## config.mk

```make
export PLATFORM = sky130hd
export DESIGN_NAME = rca_top
export DESIGN_NICKNAME = d
export VERILOG_FILES = /design/src/rtl/rca_pkg.sv /design/src/rtl/rca_top.sv
export SDC_FILE = /design/constraint.sdc
export NUM_CORES = 1
export LEC_CHECK = 0
export BUFFER_PORTS_ARGS = -buffer_cell sky130_fd_sc_hd__clkbuf_2
export CAP_MARGIN = 20
export CORE_ASPECT_RATIO = 0.75
export CORE_MARGIN = 4
export CORE_UTILIZATION = 60
export CTS_BUF_LIST = sky130_fd_sc_hd__clkbuf_8 sky130_fd_sc_hd__clkbuf_16
export DETAILED_ROUTE_END_ITERATION = 6
export PLACE_DENSITY = 0.81
export SYNTH_ARGS = -nofsm -noshare
export SYNTH_HDL_FRONTEND = slang
export SYNTH_SLANG_ARGS = --single-unit
```

## constraint.sdc

```tcl
create_clock -name aclk -period 3.46 [get_ports aclk]
set_input_delay 0.692 -clock aclk [delete_from_list [all_inputs] [get_ports aclk]]
set_output_delay 0.692 -clock aclk [all_outputs]
set_load 0.02 [all_outputs]
```

## src/rtl/rca_pkg.sv

```systemverilog
// package: constants and state types of the release countdown block
package rca_pkg;
  // register byte offsets
  localparam logic [7:0] OFF_CTRL  = 8'h00;
  localparam logic [7:0] OFF_DELAY = 8'h04;
  localparam logic [7:0] OFF_CUT   = 8'h08;
  localparam logic [7:0] OFF_THR   = 8'h0c;
  localparam logic [7:0] OFF_QRY   = 8'h10;
  localparam logic [7:0] OFF_STAT  = 8'h14;
  // abort styles
  localparam logic [1:0] ABT_FULL   = 2'h0;
  localparam logic [1:0] ABT_FLOOR  = 2'h1;
  localparam logic [1:0] ABT_EXTEND = 2'h2;
  localparam logic [1:0] ABT_FREEZE = 2'h3;
  // timing
  localparam int         CLK_NS     = 20;
  localparam int         TICK_NS    = 1000000000;
  localparam int         TICK_CYC   = TICK_NS / CLK_NS;
  localparam logic [16:0] FLOOR_S   = 17'h0000a;
  localparam logic [16:0] EXTRA_S   = 17'h0005a;
  localparam logic [7:0]  CUT_MAX   = 8'hb4;
  localparam logic [13:0] SEC_PER_MIN = 14'h003c;
  // thresholds in 0.1 %/ft steps
  localparam logic [7:0] PRE_MIN   = 8'h07;
  localparam logic [7:0] ALM_MIN   = 8'h09;
  localparam logic [7:0] PRE_RST   = 8'h0f;
  localparam logic [7:0] ALM_RST   = 8'h14;
  localparam logic [15:0] DELAY_RST = 16'h001e;
  localparam logic [1:0] RESP_OK   = 2'h0;
  localparam logic [1:0] RESP_ERR  = 2'h2;

  typedef enum logic [2:0] {
    TH_IDLE = 3'b000,
    TH_INIT = 3'b001,
    TH_SIL  = 3'b010,
    TH_OFF  = 3'b011,
    TH_CYC  = 3'b100
  } rca_th_t;

  // night in the top byte, pre-alarm in the low byte, as software writes them
  typedef struct packed {
    logic [7:0] ngt;
    logic [7:0] alm;
    logic [7:0] pre;
  } rca_thr_t;

  typedef struct packed {
    logic [2:0]  abt_sy;
    logic [2:0]  ngt_sy;
    logic [3:0]  ht_s1;
    logic [3:0]  ht_s2;
    logic [3:0]  ht_s3;
    logic        abt;
    logic        abt_prev;
    logic        ngt;
    logic [3:0]  ht;
    logic [3:0]  ht_prev;
    logic [25:0] div;
    logic        tick;
    logic [16:0] cd;
    logic        run;
    logic        released;
    rca_th_t     th;
    logic [13:0] tcnt;
    logic        cyc_out;
    logic [1:0]  style;
    logic        therm_en;
    logic [15:0] delay;
    logic [7:0]  initial_cutoff_interval;
    logic [7:0]  cyclical_cutoff_interval;
    logic        ini_min;
    logic        cyc_min;
    rca_thr_t    thr;
    rca_thr_t    pend;
    logic        query;
    logic        edit_open;
    logic        reject;
    logic        aw_got;
    logic        w_got;
    logic [7:0]  awaddr;
    logic [31:0] wdata;
    logic [3:0]  wstrb;
    logic        bvalid;
    logic [1:0]  bresp;
    logic        rvalid;
    logic [31:0] rdata;
    logic [1:0]  rresp;
  } rca_state_t;
endpackage

```

## src/rtl/rca_top.sv

```systemverilog
// release countdown with abort styles, thermal cycling and threshold checks
// Function
// - full-reset style: abort activation reloads the full delay
// - full-reset style: abort release restarts the full countdown
// - full-reset style: each reactivation with time left reloads full delay
// - countdown is cleared only by system reset, never by abort
// - floor style: abort keeps counting but stops at 10 seconds
// - floor style: abort release resumes counting from 10 seconds
// - floor style: abort with under 10 seconds left restores 10 seconds
// - extended style: abort reloads full delay plus 90 seconds
// - extended style: abort release counts down from delay plus 90
// - extended style: reactivation with time left reloads delay plus 90
// - freeze style: abort halts countdown at remaining value
// - freeze style: abort release continues from held value
// - freeze style: every reactivation freezes countdown again
// - first heat alarm turns outputs on for initial cutoff interval
// - outputs switch off when the initial interval expires
// - heat still in alarm at expiry re-runs initial interval
// - no heat alarm at initial expiry leaves outputs off
// - each new heat exceedance while off runs cyclical interval
// - both intervals take 0 to 180, seconds or minutes per interval
// - low smoke entry raises query; accept clamps, decline keeps edit
// - pre-alarm threshold must be strictly below alarm threshold
// - night threshold at most day threshold, chosen by time of day
//
// The register addresses and the AXI4-Lite register port were left to the implementer.
`timescale 1ns/100ps
`default_nettype none
module rca_top #(
  parameter int TICK_CYCLES = rca_pkg::TICK_CYC
) (
  input  wire logic        aclk,
  input  wire logic        aresetn,
  input  wire logic        abort_in,
  input  wire logic        night_in,
  input  wire logic [3:0]  heat_in,
  output logic             release_out,
  output logic             cycle_out,
  output logic             countdown_run,
  output logic [7:0]       alarm_thr_active,
  input  wire logic [31:0] s_axi_awaddr,
  input  wire logic        s_axi_awvalid,
  output logic             s_axi_awready,
  input  wire logic [31:0] s_axi_wdata,
  input  wire logic [3:0]  s_axi_wstrb,
  input  wire logic        s_axi_wvalid,
  output logic             s_axi_wready,
  output logic [1:0]       s_axi_bresp,
  output logic             s_axi_bvalid,
  input  wire logic        s_axi_bready,
  input  wire logic [31:0] s_axi_araddr,
  input  wire logic        s_axi_arvalid,
  output logic             s_axi_arready,
  output logic [31:0]      s_axi_rdata,
  output logic [1:0]       s_axi_rresp,
  output logic             s_axi_rvalid,
  input  wire logic        s_axi_rready
);
  rca_pkg::rca_state_t st_q;
  rca_pkg::rca_state_t st_d;
  logic        wr_fire;
  logic        rise;
  logic        ht_new;
  logic        t_exp;
  logic [31:0] wmask;
  logic [31:0] wmrg;
  logic [7:0]  ra;
  logic [13:0] ld_ini;
  logic [13:0] ld_cyc;

  // ----------------------------------------
  // bus handshakes
  // ----------------------------------------
  // ready drops once the half is held, so a stalled response blocks more
  assign s_axi_awready = !st_q.aw_got && !st_q.bvalid;
  assign s_axi_wready  = !st_q.w_got && !st_q.bvalid;
  assign s_axi_arready = !st_q.rvalid;
  assign s_axi_bvalid  = st_q.bvalid;
  assign s_axi_bresp   = st_q.bresp;
  assign s_axi_rvalid  = st_q.rvalid;
  assign s_axi_rdata   = st_q.rdata;
  assign s_axi_rresp   = st_q.rresp;
  assign release_out   = st_q.released;
  assign cycle_out     = st_q.cyc_out;
  assign countdown_run = st_q.run;
  // night set chosen by time-of-day input
  assign alarm_thr_active = st_q.ngt ? st_q.thr.ngt : st_q.thr.alm;

  // ----------------------------------------
  // next state
  // ----------------------------------------
  always_comb begin
    st_d = st_q;
    // three-stage input capture, change taken when stages two and three agree
    st_d.abt_sy = {st_q.abt_sy[1:0], abort_in};
    st_d.ngt_sy = {st_q.ngt_sy[1:0], night_in};
    st_d.ht_s1  = heat_in;
    st_d.ht_s2  = st_q.ht_s1;
    st_d.ht_s3  = st_q.ht_s2;
    if (st_q.abt_sy[1] == st_q.abt_sy[2]) begin
      st_d.abt = st_q.abt_sy[1];
    end
    if (st_q.ngt_sy[1] == st_q.ngt_sy[2]) begin
      st_d.ngt = st_q.ngt_sy[1];
    end
    st_d.ht = (~(st_q.ht_s2 ^ st_q.ht_s3) & st_q.ht_s2)
            | ((st_q.ht_s2 ^ st_q.ht_s3) & st_q.ht);
    st_d.abt_prev = st_q.abt;
    st_d.ht_prev  = st_q.ht;
    rise   = st_q.abt && !st_q.abt_prev;
    ht_new = |(st_q.ht & ~st_q.ht_prev);

    // one-second tick
    st_d.tick = 1'b0;
    if (st_q.div == 26'(TICK_CYCLES - 1)) begin
      st_d.div  = '0;
      st_d.tick = 1'b1;
    end else begin
      st_d.div = st_q.div + 26'h0000001;
    end

    // write channel capture, either order
    if (s_axi_awvalid && s_axi_awready) begin
      st_d.aw_got = 1'b1;
      st_d.awaddr = s_axi_awaddr[7:0];
    end
    if (s_axi_wvalid && s_axi_wready) begin
      st_d.w_got = 1'b1;
      st_d.wdata = s_axi_wdata;
      st_d.wstrb = s_axi_wstrb;
    end
    if (st_q.bvalid && s_axi_bready) begin
      st_d.bvalid = 1'b0;
    end
    wr_fire = st_q.aw_got && st_q.w_got && !st_q.bvalid;
    wmask = {{8{st_q.wstrb[3]}}, {8{st_q.wstrb[2]}},
             {8{st_q.wstrb[1]}}, {8{st_q.wstrb[0]}}};
    wmrg  = st_q.wdata & wmask;

    // countdown, cleared only by reset
    if (st_q.run) begin
      case (st_q.style)
        rca_pkg::ABT_FULL: begin
          if (rise) begin
            st_d.cd = {1'b0, st_q.delay};
          end else if (!st_q.abt && st_q.tick) begin
            st_d.cd = st_q.cd - 17'h00001;
          end
        end
        rca_pkg::ABT_FLOOR: begin
          if (rise && st_q.cd < rca_pkg::FLOOR_S) begin
            st_d.cd = rca_pkg::FLOOR_S;
          end else if (st_q.tick
                       && !(st_q.abt && st_q.cd <= rca_pkg::FLOOR_S)) begin
            st_d.cd = st_q.cd - 17'h00001;
          end
        end
        rca_pkg::ABT_EXTEND: begin
          if (rise) begin
            st_d.cd = {1'b0, st_q.delay} + rca_pkg::EXTRA_S;
          end else if (!st_q.abt && st_q.tick) begin
            st_d.cd = st_q.cd - 17'h00001;
          end
        end
        default: begin
          // held value kept, no reload
          if (!st_q.abt && st_q.tick) begin
            st_d.cd = st_q.cd - 17'h00001;
          end
        end
      endcase
      if (st_q.cd == '0) begin
        st_d.run      = 1'b0;
        st_d.released = 1'b1;
      end
    end

    // thermal cycling sequencer
    ld_ini = st_q.ini_min
           ? 14'(st_q.initial_cutoff_interval * rca_pkg::SEC_PER_MIN)
           : {6'h00, st_q.initial_cutoff_interval};
    ld_cyc = st_q.cyc_min
           ? 14'(st_q.cyclical_cutoff_interval * rca_pkg::SEC_PER_MIN)
           : {6'h00, st_q.cyclical_cutoff_interval};
    t_exp = (st_q.tcnt == '0)
         || (st_q.tick && st_q.tcnt == 14'h0001);
    if (st_q.tick && st_q.tcnt != '0) begin
      st_d.tcnt = st_q.tcnt - 14'h0001;
    end
    case (st_q.th)
      rca_pkg::TH_IDLE: begin
        if (st_q.therm_en && |st_q.ht) begin
          st_d.th      = rca_pkg::TH_INIT;
          st_d.tcnt    = ld_ini;
          st_d.cyc_out = 1'b1;
        end
      end
      rca_pkg::TH_INIT: begin
        if (t_exp) begin
          st_d.th      = rca_pkg::TH_SIL;
          st_d.cyc_out = 1'b0;
        end
      end
      rca_pkg::TH_SIL: begin
        // one-cycle gap shows the drop before any rerun
        if (|st_q.ht) begin
          st_d.th      = rca_pkg::TH_INIT;
          st_d.tcnt    = ld_ini;
          st_d.cyc_out = 1'b1;
        end else begin
          st_d.th = rca_pkg::TH_OFF;
        end
      end
      rca_pkg::TH_OFF: begin
        if (ht_new) begin
          st_d.th      = rca_pkg::TH_CYC;
          st_d.tcnt    = ld_cyc;
          st_d.cyc_out = 1'b1;
        end
      end
      rca_pkg::TH_CYC: begin
        if (t_exp) begin
          st_d.th      = rca_pkg::TH_OFF;
          st_d.cyc_out = 1'b0;
        end
      end
      default: begin
        st_d.th = rca_pkg::TH_IDLE;
      end
    endcase

    // register writes
    if (wr_fire) begin
      st_d.aw_got = 1'b0;
      st_d.w_got  = 1'b0;
      st_d.bvalid = 1'b1;
      st_d.bresp  = rca_pkg::RESP_OK;
      if (st_q.awaddr == rca_pkg::OFF_CTRL) begin
        if (st_q.wstrb[0]) begin
          st_d.style    = st_q.wdata[1:0];
          st_d.therm_en = st_q.wdata[2];
        end
        // start only from idle; later starts cannot clear a count
        if (wmrg[8] && !st_q.run && !st_q.released) begin
          st_d.run = 1'b1;
          st_d.cd  = {1'b0, st_q.delay};
        end
      end else if (st_q.awaddr == rca_pkg::OFF_DELAY) begin
        st_d.delay = (st_q.delay & ~wmask[15:0]) | wmrg[15:0];
      end else if (st_q.awaddr == rca_pkg::OFF_CUT) begin
        if (st_q.wstrb[0]) begin
          st_d.initial_cutoff_interval = (st_q.wdata[7:0] > rca_pkg::CUT_MAX)
                                       ? rca_pkg::CUT_MAX
                                       : st_q.wdata[7:0];
        end
        if (st_q.wstrb[1]) begin
          st_d.cyclical_cutoff_interval = (st_q.wdata[15:8] > rca_pkg::CUT_MAX)
                                        ? rca_pkg::CUT_MAX
                                        : st_q.wdata[15:8];
        end
        if (st_q.wstrb[2]) begin
          st_d.ini_min = st_q.wdata[16];
          st_d.cyc_min = st_q.wdata[17];
        end
      end else if (st_q.awaddr == rca_pkg::OFF_THR) begin
        st_d.pend = st_q.wdata[23:0];
        if (st_q.wdata[7:0] >= st_q.wdata[15:8]
            || st_q.wdata[23:16] > st_q.wdata[15:8]) begin
          st_d.reject = 1'b1;
        end else if (st_q.wdata[7:0] < rca_pkg::PRE_MIN
                     || st_q.wdata[15:8] < rca_pkg::ALM_MIN) begin
          st_d.query = 1'b1;
        end else begin
          st_d.thr       = st_q.wdata[23:0];
          st_d.edit_open = 1'b0;
          st_d.query     = 1'b0;
        end
      end else if (st_q.awaddr == rca_pkg::OFF_QRY) begin
        if (st_q.query && st_q.wdata[0]) begin
          // accept: clamp to minimum and close the entry
          st_d.thr.pre = (st_q.pend.pre < rca_pkg::PRE_MIN)
                       ? rca_pkg::PRE_MIN : st_q.pend.pre;
          st_d.thr.alm = (st_q.pend.alm < rca_pkg::ALM_MIN)
                       ? rca_pkg::ALM_MIN : st_q.pend.alm;
          st_d.thr.ngt = (st_q.pend.ngt < rca_pkg::ALM_MIN)
                       ? rca_pkg::ALM_MIN : st_q.pend.ngt;
          st_d.query     = 1'b0;
          st_d.edit_open = 1'b0;
        end else if (st_q.query && st_q.wdata[1]) begin
          // decline: keep the low entry, edit stays open
          st_d.thr       = st_q.pend;
          st_d.query     = 1'b0;
          st_d.edit_open = 1'b1;
        end
      end else if (st_q.awaddr == rca_pkg::OFF_STAT) begin
        if (wmrg[22] && !(st_d.reject && !st_q.reject)) begin
          st_d.reject = 1'b0;
        end
      end else begin
        st_d.bresp = rca_pkg::RESP_ERR;
      end
    end

    // reads
    if (st_q.rvalid && s_axi_rready) begin
      st_d.rvalid = 1'b0;
    end
    ra = s_axi_araddr[7:0];
    if (s_axi_arvalid && s_axi_arready) begin
      st_d.rvalid = 1'b1;
      st_d.rresp  = rca_pkg::RESP_OK;
      st_d.rdata  = '0;
      if (ra == rca_pkg::OFF_CTRL) begin
        st_d.rdata[2:0] = {st_q.therm_en, st_q.style};
      end else if (ra == rca_pkg::OFF_DELAY) begin
        st_d.rdata[15:0] = st_q.delay;
      end else if (ra == rca_pkg::OFF_CUT) begin
        st_d.rdata[17:0] = {st_q.cyc_min, st_q.ini_min,
                            st_q.cyclical_cutoff_interval,
                            st_q.initial_cutoff_interval};
      end else if (ra == rca_pkg::OFF_THR) begin
        st_d.rdata[23:0] = st_q.thr;
      end else if (ra == rca_pkg::OFF_QRY) begin
        st_d.rdata[23:0] = st_q.pend;
      end else if (ra == rca_pkg::OFF_STAT) begin
        st_d.rdata[23:0] = {st_q.ngt, st_q.reject, st_q.edit_open,
                            st_q.query, st_q.cyc_out, st_q.released,
                            st_q.run, st_q.cd};
      end else begin
        st_d.rresp = rca_pkg::RESP_ERR;
      end
    end
  end

  // ----------------------------------------
  // state register
  // ----------------------------------------
  always_ff @(posedge aclk) begin
    if (!aresetn) begin
      st_q       <= '0;
      st_q.delay <= rca_pkg::DELAY_RST;
      st_q.thr   <= {rca_pkg::ALM_RST, rca_pkg::ALM_RST, rca_pkg::PRE_RST};
    end else begin
      st_q <= st_d;
    end
  end
endmodule
`default_nettype wire

```

==> flow_metrics.tcl, run 1 <==
set metrics [dict create \
    outcome "complete, but fails checks" \
    violations "design-rule violations" \
    arrival_ns 3.75 \
    ir_drop_uv 346 \
    final_nets 2121 \
    reg2reg_depth 12 \
    cts_buffer_depth 3 \
    first_pass_iters 7 \
    hold_viol 0 \
    drt-initial-drc-count 2194 \
    hp-start "s_axi_rready" \
    yosys-top-cells-count "262 x nand2_1, 246 x dfxtp_1, 164 x nor2_1, 151 x a21oi_1, 99 x clkbuf_1" \
    hold_path.class "input port to flop" \
    cts_hold_buf 0 \
    whs_ns 0.359 \
    reg2reg_to "st_q[185]" \
    ys_seq_area_share_pct 33.1 \
    clk_pin_slew_worst_paths_ns 0.06 \
    critPathLaunchType "flop" \
    dp_slack_ns 0.155 \
    wirelength_um 48500 \
    synth_cell_types 84 \
    synth_top_area_share_pct 33.1 \
    grt-busiest-layer "met1" \
    ios 165 \
    grt_max_degree 52 \
    synth-seq-cells 246 \
    die-width_um 190 \
    cts.sinks 246 \
    grt.total_usage_pct 34.1 \
    critPathCaptureType "flop" \
    synth_edf_count 0 \
    met3_usage_pct 10.8 \
    fill_cells 2009 \
    hold_path_end "s_axi_rvalid" \
    yosys-top-cells-area "dfxtp_1 33%, nand2_1 6.6%, a21oi_1 5.1%" \
    synth_area_um2 14900 \
    final_util_pct 68.0 \
    gr-total-overflow 0 \
    leakage_nw 6.54 \
    cp.required_ns 3.91 \
    seq_power_share_pct 46.6 \
    grt_pass1_wl_um 74700 \
    numCtsBuffers 26 \
    yosysTopAreaCell "dfxtp_1" \
    diodes 0 \
    fin_ws_ns 0.161 \
    swShare_pct 24.9 \
    core_um2 24200 \
    synthFlopType "dfxtp_1" \
    met1_usage_pct 49.3 \
    ant_nets 0 \
    drive_gt1_share_pct 12.7 \
    rr_startpoint "st_q[138]" \
    rsz0062_at_grt "false" \
    powerDensity_nw_per_um2 390 \
    cts_tree "done" \
    portBuffers 97 \
    cts-resized-gates 0 \
    die-area_um2 27400 \
    total_power_mw 6.42 \
    fmax_mhz 303 \
    viasPerCell 6.47 \
    min_period_ns 3.30 \
    use_met2_pct 48.6 \
    start_util_pct 61.5 \
    combinationalPowerShare_pct 8.3 \
    hold_depth 2 \
    num_rows 49 \
    crit_fanout 5 \
    skew_ns 0.0114 \
    synth_warnings 0 \
    gp_congestion 0.986 \
    syn_area_per_cell_um2 7.89 \
    ctsHtreeMaxLevel 1 \
    slew_violations 0 \
    dr_total_vias 14700 \
    synth_most_common_cell "nand2_1" \
    clk_latency_ns 0.54 \
    netSwitchingPower_mw 1.60 \
    intPower_mw 4.82 \
    crit_type "flop to flop" \
    drc 19 \
    area_growth_pct 10.6 \
    wire_per_inst_um 21.3 \
    fin_setup_tns_ns 0 \
    dp_hpwl_um 35400 \
    async_reset_ff_share_pct 0 \
    setup_viol 0 \
    netlist_instances 1886 \
    antenna_found_initial 0 \
    first_global_vias 13400 \
    cap_violations 0 \
    maxSlewHeadroom_pct 31.1 \
    cts_root_buf "clkbuf_16" \
    p_clk_share_pct 45.1 \
    r2r_setup_slack_ns 0.16 \
    cts_post_setup_buffers_inserted 0 \
    worst_pin_slew_ns 1.02 \
    die-height_um 144 \
    period_share_pct 95.3 \
]
-- cell usage in the layout, fill, tap and decap left out, types with 21 or more instances in the layout --
master	netlist	layout
mux2i_1	48	48
clkbuf_2	0	97
dfxtp_1	246	242
o21ai_0	81	81
nor3_1	32	32
nand2_1	262	262
nand3_1	72	72
ha_1	54	54
xor2_1	29	29
nand4_1	21	21
a221oi_1	24	24
a21oi_1	151	151
a31oi_1	31	31
xnor2_1	45	45
nor2_1	164	164
clkbuf_16	0	27
o22ai_1	27	27
buf_4	39	64
inv_1	88	96
and2_1	30	30
fa_1	26	26
-- cells by family after synthesis --
group | after synthesis | share of synthesized area [%]
flops | 246 | 33.1
simple gates | 701 | 22.1
compound gates | 477 | 21.0
other cells | 1 | 0.0252
mux | 57 | 3.91
fa+ha+maj | 80 | 8.03
xor+xnor | 74 | 4.35
buf+inv | 250 | 7.54
-- cell type report --
class                   count  area, um2  area share [%]
well taps                 331        414            2.51
repair buffers            163       1010            6.11
clock inverters            15        141           0.859
inverters                  92        348            2.11
clock buffers              32        744            4.52
flip-flops and latches    246       4930            29.9
multi-input cells        1399       8880            54.0
-- registers in the layout, indices dropped and copies added, names as in the netlist, named ones only --
name           flops
s_axi_rvalid       1
s_axi_rdata       24
countdown_run      1
s_axi_bvalid       1
cycle_out          1
release_out        1
s_axi_rresp        1
st_d              13
st_q             182
s_axi_bresp        1
-- power groups by stage --
stage | sequential [mW] | clock, mW | combinational, mW
CTS | 2.98 | 2.91 | 0.519
global route | 3.00 | 3.04 | 0.578
detailed placement | 3.05 | 0 | 0.511
floorplan | 3.02 | 0 | 0.357
finish | 2.99 | 2.90 | 0.533
global placement | 3.04 | 0 | 0.496
-- worst max-delay path by stage --
stage | from | end | slack (ns) | depth (start not counted)
after global routing | st_q[148] | st_q[185] | 0.03 | 12
after CTS | st_q[138] | st_q[185] | 0.13 | 12
after global placement | st_q[138] | st_q[186] | 0.21 | 12
after detailed placement | st_q[138] | st_q[185] | 0.15 | 12
after floorplan | st_q[150] | st_q[186] | 0.37 | 12
final | st_q[138] | st_q[185] | 0.16 | 12
-- worst max-delay path: stages, from the launching register on --
cell	delay, ns
dfxtp_2	0.40
inv_1	0.12
fa_1	0.51
fa_1	0.51
inv_1	0.04
ha_1	0.33
nor2b_1	0.15
o21ai_0	0.27
a21oi_1	0.15
o22ai_1	0.22
xnor2_1	0.22
nand3_1	0.12
a31oi_1	0.17
-- per-stage QoR --
step / instance area (um2) / instances
final: 16500 / 2278
after global routing: 16500 / 2278
after CTS: 16500 / 2278
after detailed placement: 15600 / 2231
after global placement: 15600 / 2231
after floorplan: 14900 / 1895
-- routing by layer --
| layer | part of all wire (%) | wire (um) |
|---|---|---|
| met3 | 15 | 7330 |
| met1 | 42 | 20200 |
| met5 | 0 | 0 |
| met4 | 3.3 | 1600 |
| met2 | 40 | 19300 |
(Power assumes the default switching activity.)
==> run 2: changes to the inputs <==
--- a/config.mk
+++ b/config.mk
@@ -7,12 +7,14 @@
 export LEC_CHECK = 0
 export BUFFER_PORTS_ARGS = -buffer_cell sky130_fd_sc_hd__clkbuf_2
 export CAP_MARGIN = 20
+export CELL_PAD_IN_SITES_DETAIL_PLACEMENT = 1
+export CELL_PAD_IN_SITES_GLOBAL_PLACEMENT = 2
 export CORE_ASPECT_RATIO = 0.75
 export CORE_MARGIN = 4
-export CORE_UTILIZATION = 60
+export CORE_UTILIZATION = 35
 export CTS_BUF_LIST = sky130_fd_sc_hd__clkbuf_8 sky130_fd_sc_hd__clkbuf_16
 export DETAILED_ROUTE_END_ITERATION = 6
-export PLACE_DENSITY = 0.81
+export PLACE_DENSITY_LB_ADDON = 0.1
 export SYNTH_ARGS = -nofsm -noshare
 export SYNTH_HDL_FRONTEND = slang
 export SYNTH_SLANG_ARGS = --single-unit
==> run 2 against run 1 <==
Effect of this change:
- the run now ends clean
- power up 8.7%
- final cell count rose by 12%
- non-clock buffer count increased by 31
- global-route usage down 9.2 points
- clock power up 18%
- combinational power increased by 7.1%
- routed wire length grew 21%
- die area grew 68%
- largest cell class unchanged
- highest routed layer is now met5
==> flow_metrics.tcl, run 2 (synthesis results as in run 1) <==
set metrics [dict create \
    outcome "complete, no violations" \
    period_share_pct 94.5 \
    ctsHtreeMaxLevel 1 \
    top_register "st_q" \
    drive_gt1_share_pct 14.7 \
    cts_root_buf "clkbuf_16" \
    leakage_nw 6.78 \
    gp_congestion 0.888 \
    max_stage_delay_ns 0.53 \
    clk_latency_ns 0.58 \
    antenna_found_initial 3 \
    num_rows 65 \
    ios 165 \
    arrival_ns 3.70 \
    maxSlewHeadroom_pct 26.9 \
    crit_type "flop to flop" \
    area_growth_pct 15.5 \
    cts_buffer_depth 3 \
    critPathLaunchType "flop" \
    dr_total_vias 14500 \
    cts_tree "done" \
    min_period_ns 3.27 \
    cts.sinks 246 \
    first_pass_iters 7 \
    fin_setup_tns_ns 0 \
    die-height_um 187 \
    hp-start "s_axi_rready" \
    grt_pass1_wl_um 89300 \
    clk_pin_slew_worst_paths_ns 0.06 \
    largest_reg_flops 182 \
    cp.required_ns 3.89 \
    hold_depth 2 \
    die-width_um 246 \
    wirelength_um 58700 \
    hold_viol 0 \
    viasPerCell 5.67 \
    slew_violations 0 \
    grt_max_degree 114 \
    gr-total-overflow 0 \
    wire_per_inst_um 23.0 \
    reg2reg_depth 12 \
    cts_hold_buf 0 \
    drc 0 \
    ant_nets 0 \
    rsz0062_at_grt "false" \
    core_um2 42000 \
    start_util_pct 35.4 \
    worst_pin_slew_ns 1.10 \
    critical_path.cell_chain "inv_1, fa_1, fa_1, inv_1, ha_1, nor2b_1, o21ai_1, nand2b_1, a31o_2, a31oi_2, mux2i_2, a31oi_1" \
    die-area_um2 45900 \
    final_util_pct 40.9 \
    fmax_mhz 306 \
    dp_hpwl_um 44700 \
    final_common_cell "nand2_1" \
    hold_path.class "input port to flop" \
    dp.cells 2500 \
    drt-initial-drc-count 1178 \
    rr_startpoint "st_q[146]" \
    final_nets 2155 \
    ir_drop_uv 327 \
    r2r_setup_slack_ns 0.19 \
    cpMaxStageDelayCell "fa_1" \
    crit_fanout 4 \
    diodes 0 \
    cap_violations 0 \
    powerDensity_nw_per_um2 406 \
    first_global_vias 14200 \
    grt.total_usage_pct 24.9 \
    reg2reg_to "st_q[185]" \
    critPathCaptureType "flop" \
    portBuffers 97 \
    skew_ns 0.0162 \
    hold_path_end "s_axi_rvalid" \
    startpoint "st_q[146]" \
    mostFrequentLayoutCells "262 x nand2_1, 241 x dfxtp_1, 164 x nor2_1" \
    stdcell_count 2552 \
    numCtsBuffers 29 \
    setup_viol 0 \
]
-- run 2: cell type report --
type,count,area [um2]
well taps,569,712
fillers,5133,24800
clock inverters,20,279
clock buffers,32,767
inverters,92,348
flip-flops and latches,246,4930
multi-input cells,1399,8890
repair buffers,194,1260
-- run 2: how the worst max path moves through the flow --
stage                end  slack (ns)  cells past startpoint
6_report       st_q[185]        0.19                     12
5_1_grt        st_q[185]        0.01                     12
4_1_cts        st_q[185]        0.06                     12
3_5_place_dp   st_q[185]        0.08                     12
3_3_place_gp   st_q[183]        0.14                     12
2_1_floorplan  st_q[186]        0.37                     12
-- run 2: stage by stage --
| step | worst slack (ns) | hold slack (ns) | cell area, um2 | power (mW) |
|---|---|---|---|---|
| after floorplan | 0.371 | 0.412 | 14900 | 3.38 |
| after global placement | 0.140 | 0.415 | 16100 | 3.60 |
| after detailed placement | 0.0783 | 0.427 | 16100 | 3.62 |
| after CTS | 0.0612 | 0.278 | 17200 | 7.07 |
| after global routing | 0.0104 | 0.309 | 17200 | 7.26 |
| final | 0.189 | 0.314 | 17200 | 6.98 |
-- run 2: timing repair --
action,in CTS,in global routing
buffers inserted,0,0
gates resized for setup,0,13
setup endpoints to repair,0,4
-- run 2: critical path: cells and delay by family (launching register included) --
kind | cells | cell delay [ns]
compound gates | 4 | 0.74
fa+ha+maj | 3 | 1.38
buf+inv | 2 | 0.12
flops | 1 | 0.35
mux | 1 | 0.31
simple gates | 2 | 0.25
-- run 2: power breakdown --
group          total, mW  internal [mW]  switching [mW]
Sequential          2.98           2.91          0.0773
Combinational      0.571          0.193           0.378
Clock               3.43           2.11            1.32
-- run 2: per-layer routing --
metal	vias up	track usage [%]	routed length [um]	share of wire (%)
li1	6772	-	-	-
met1	7119	38.3	28900	49
met2	494	33.8	22900	39
met3	76	7.20	5480	9.3
met4	2	5.69	1380	2.4
met5	-	0	11	0.019
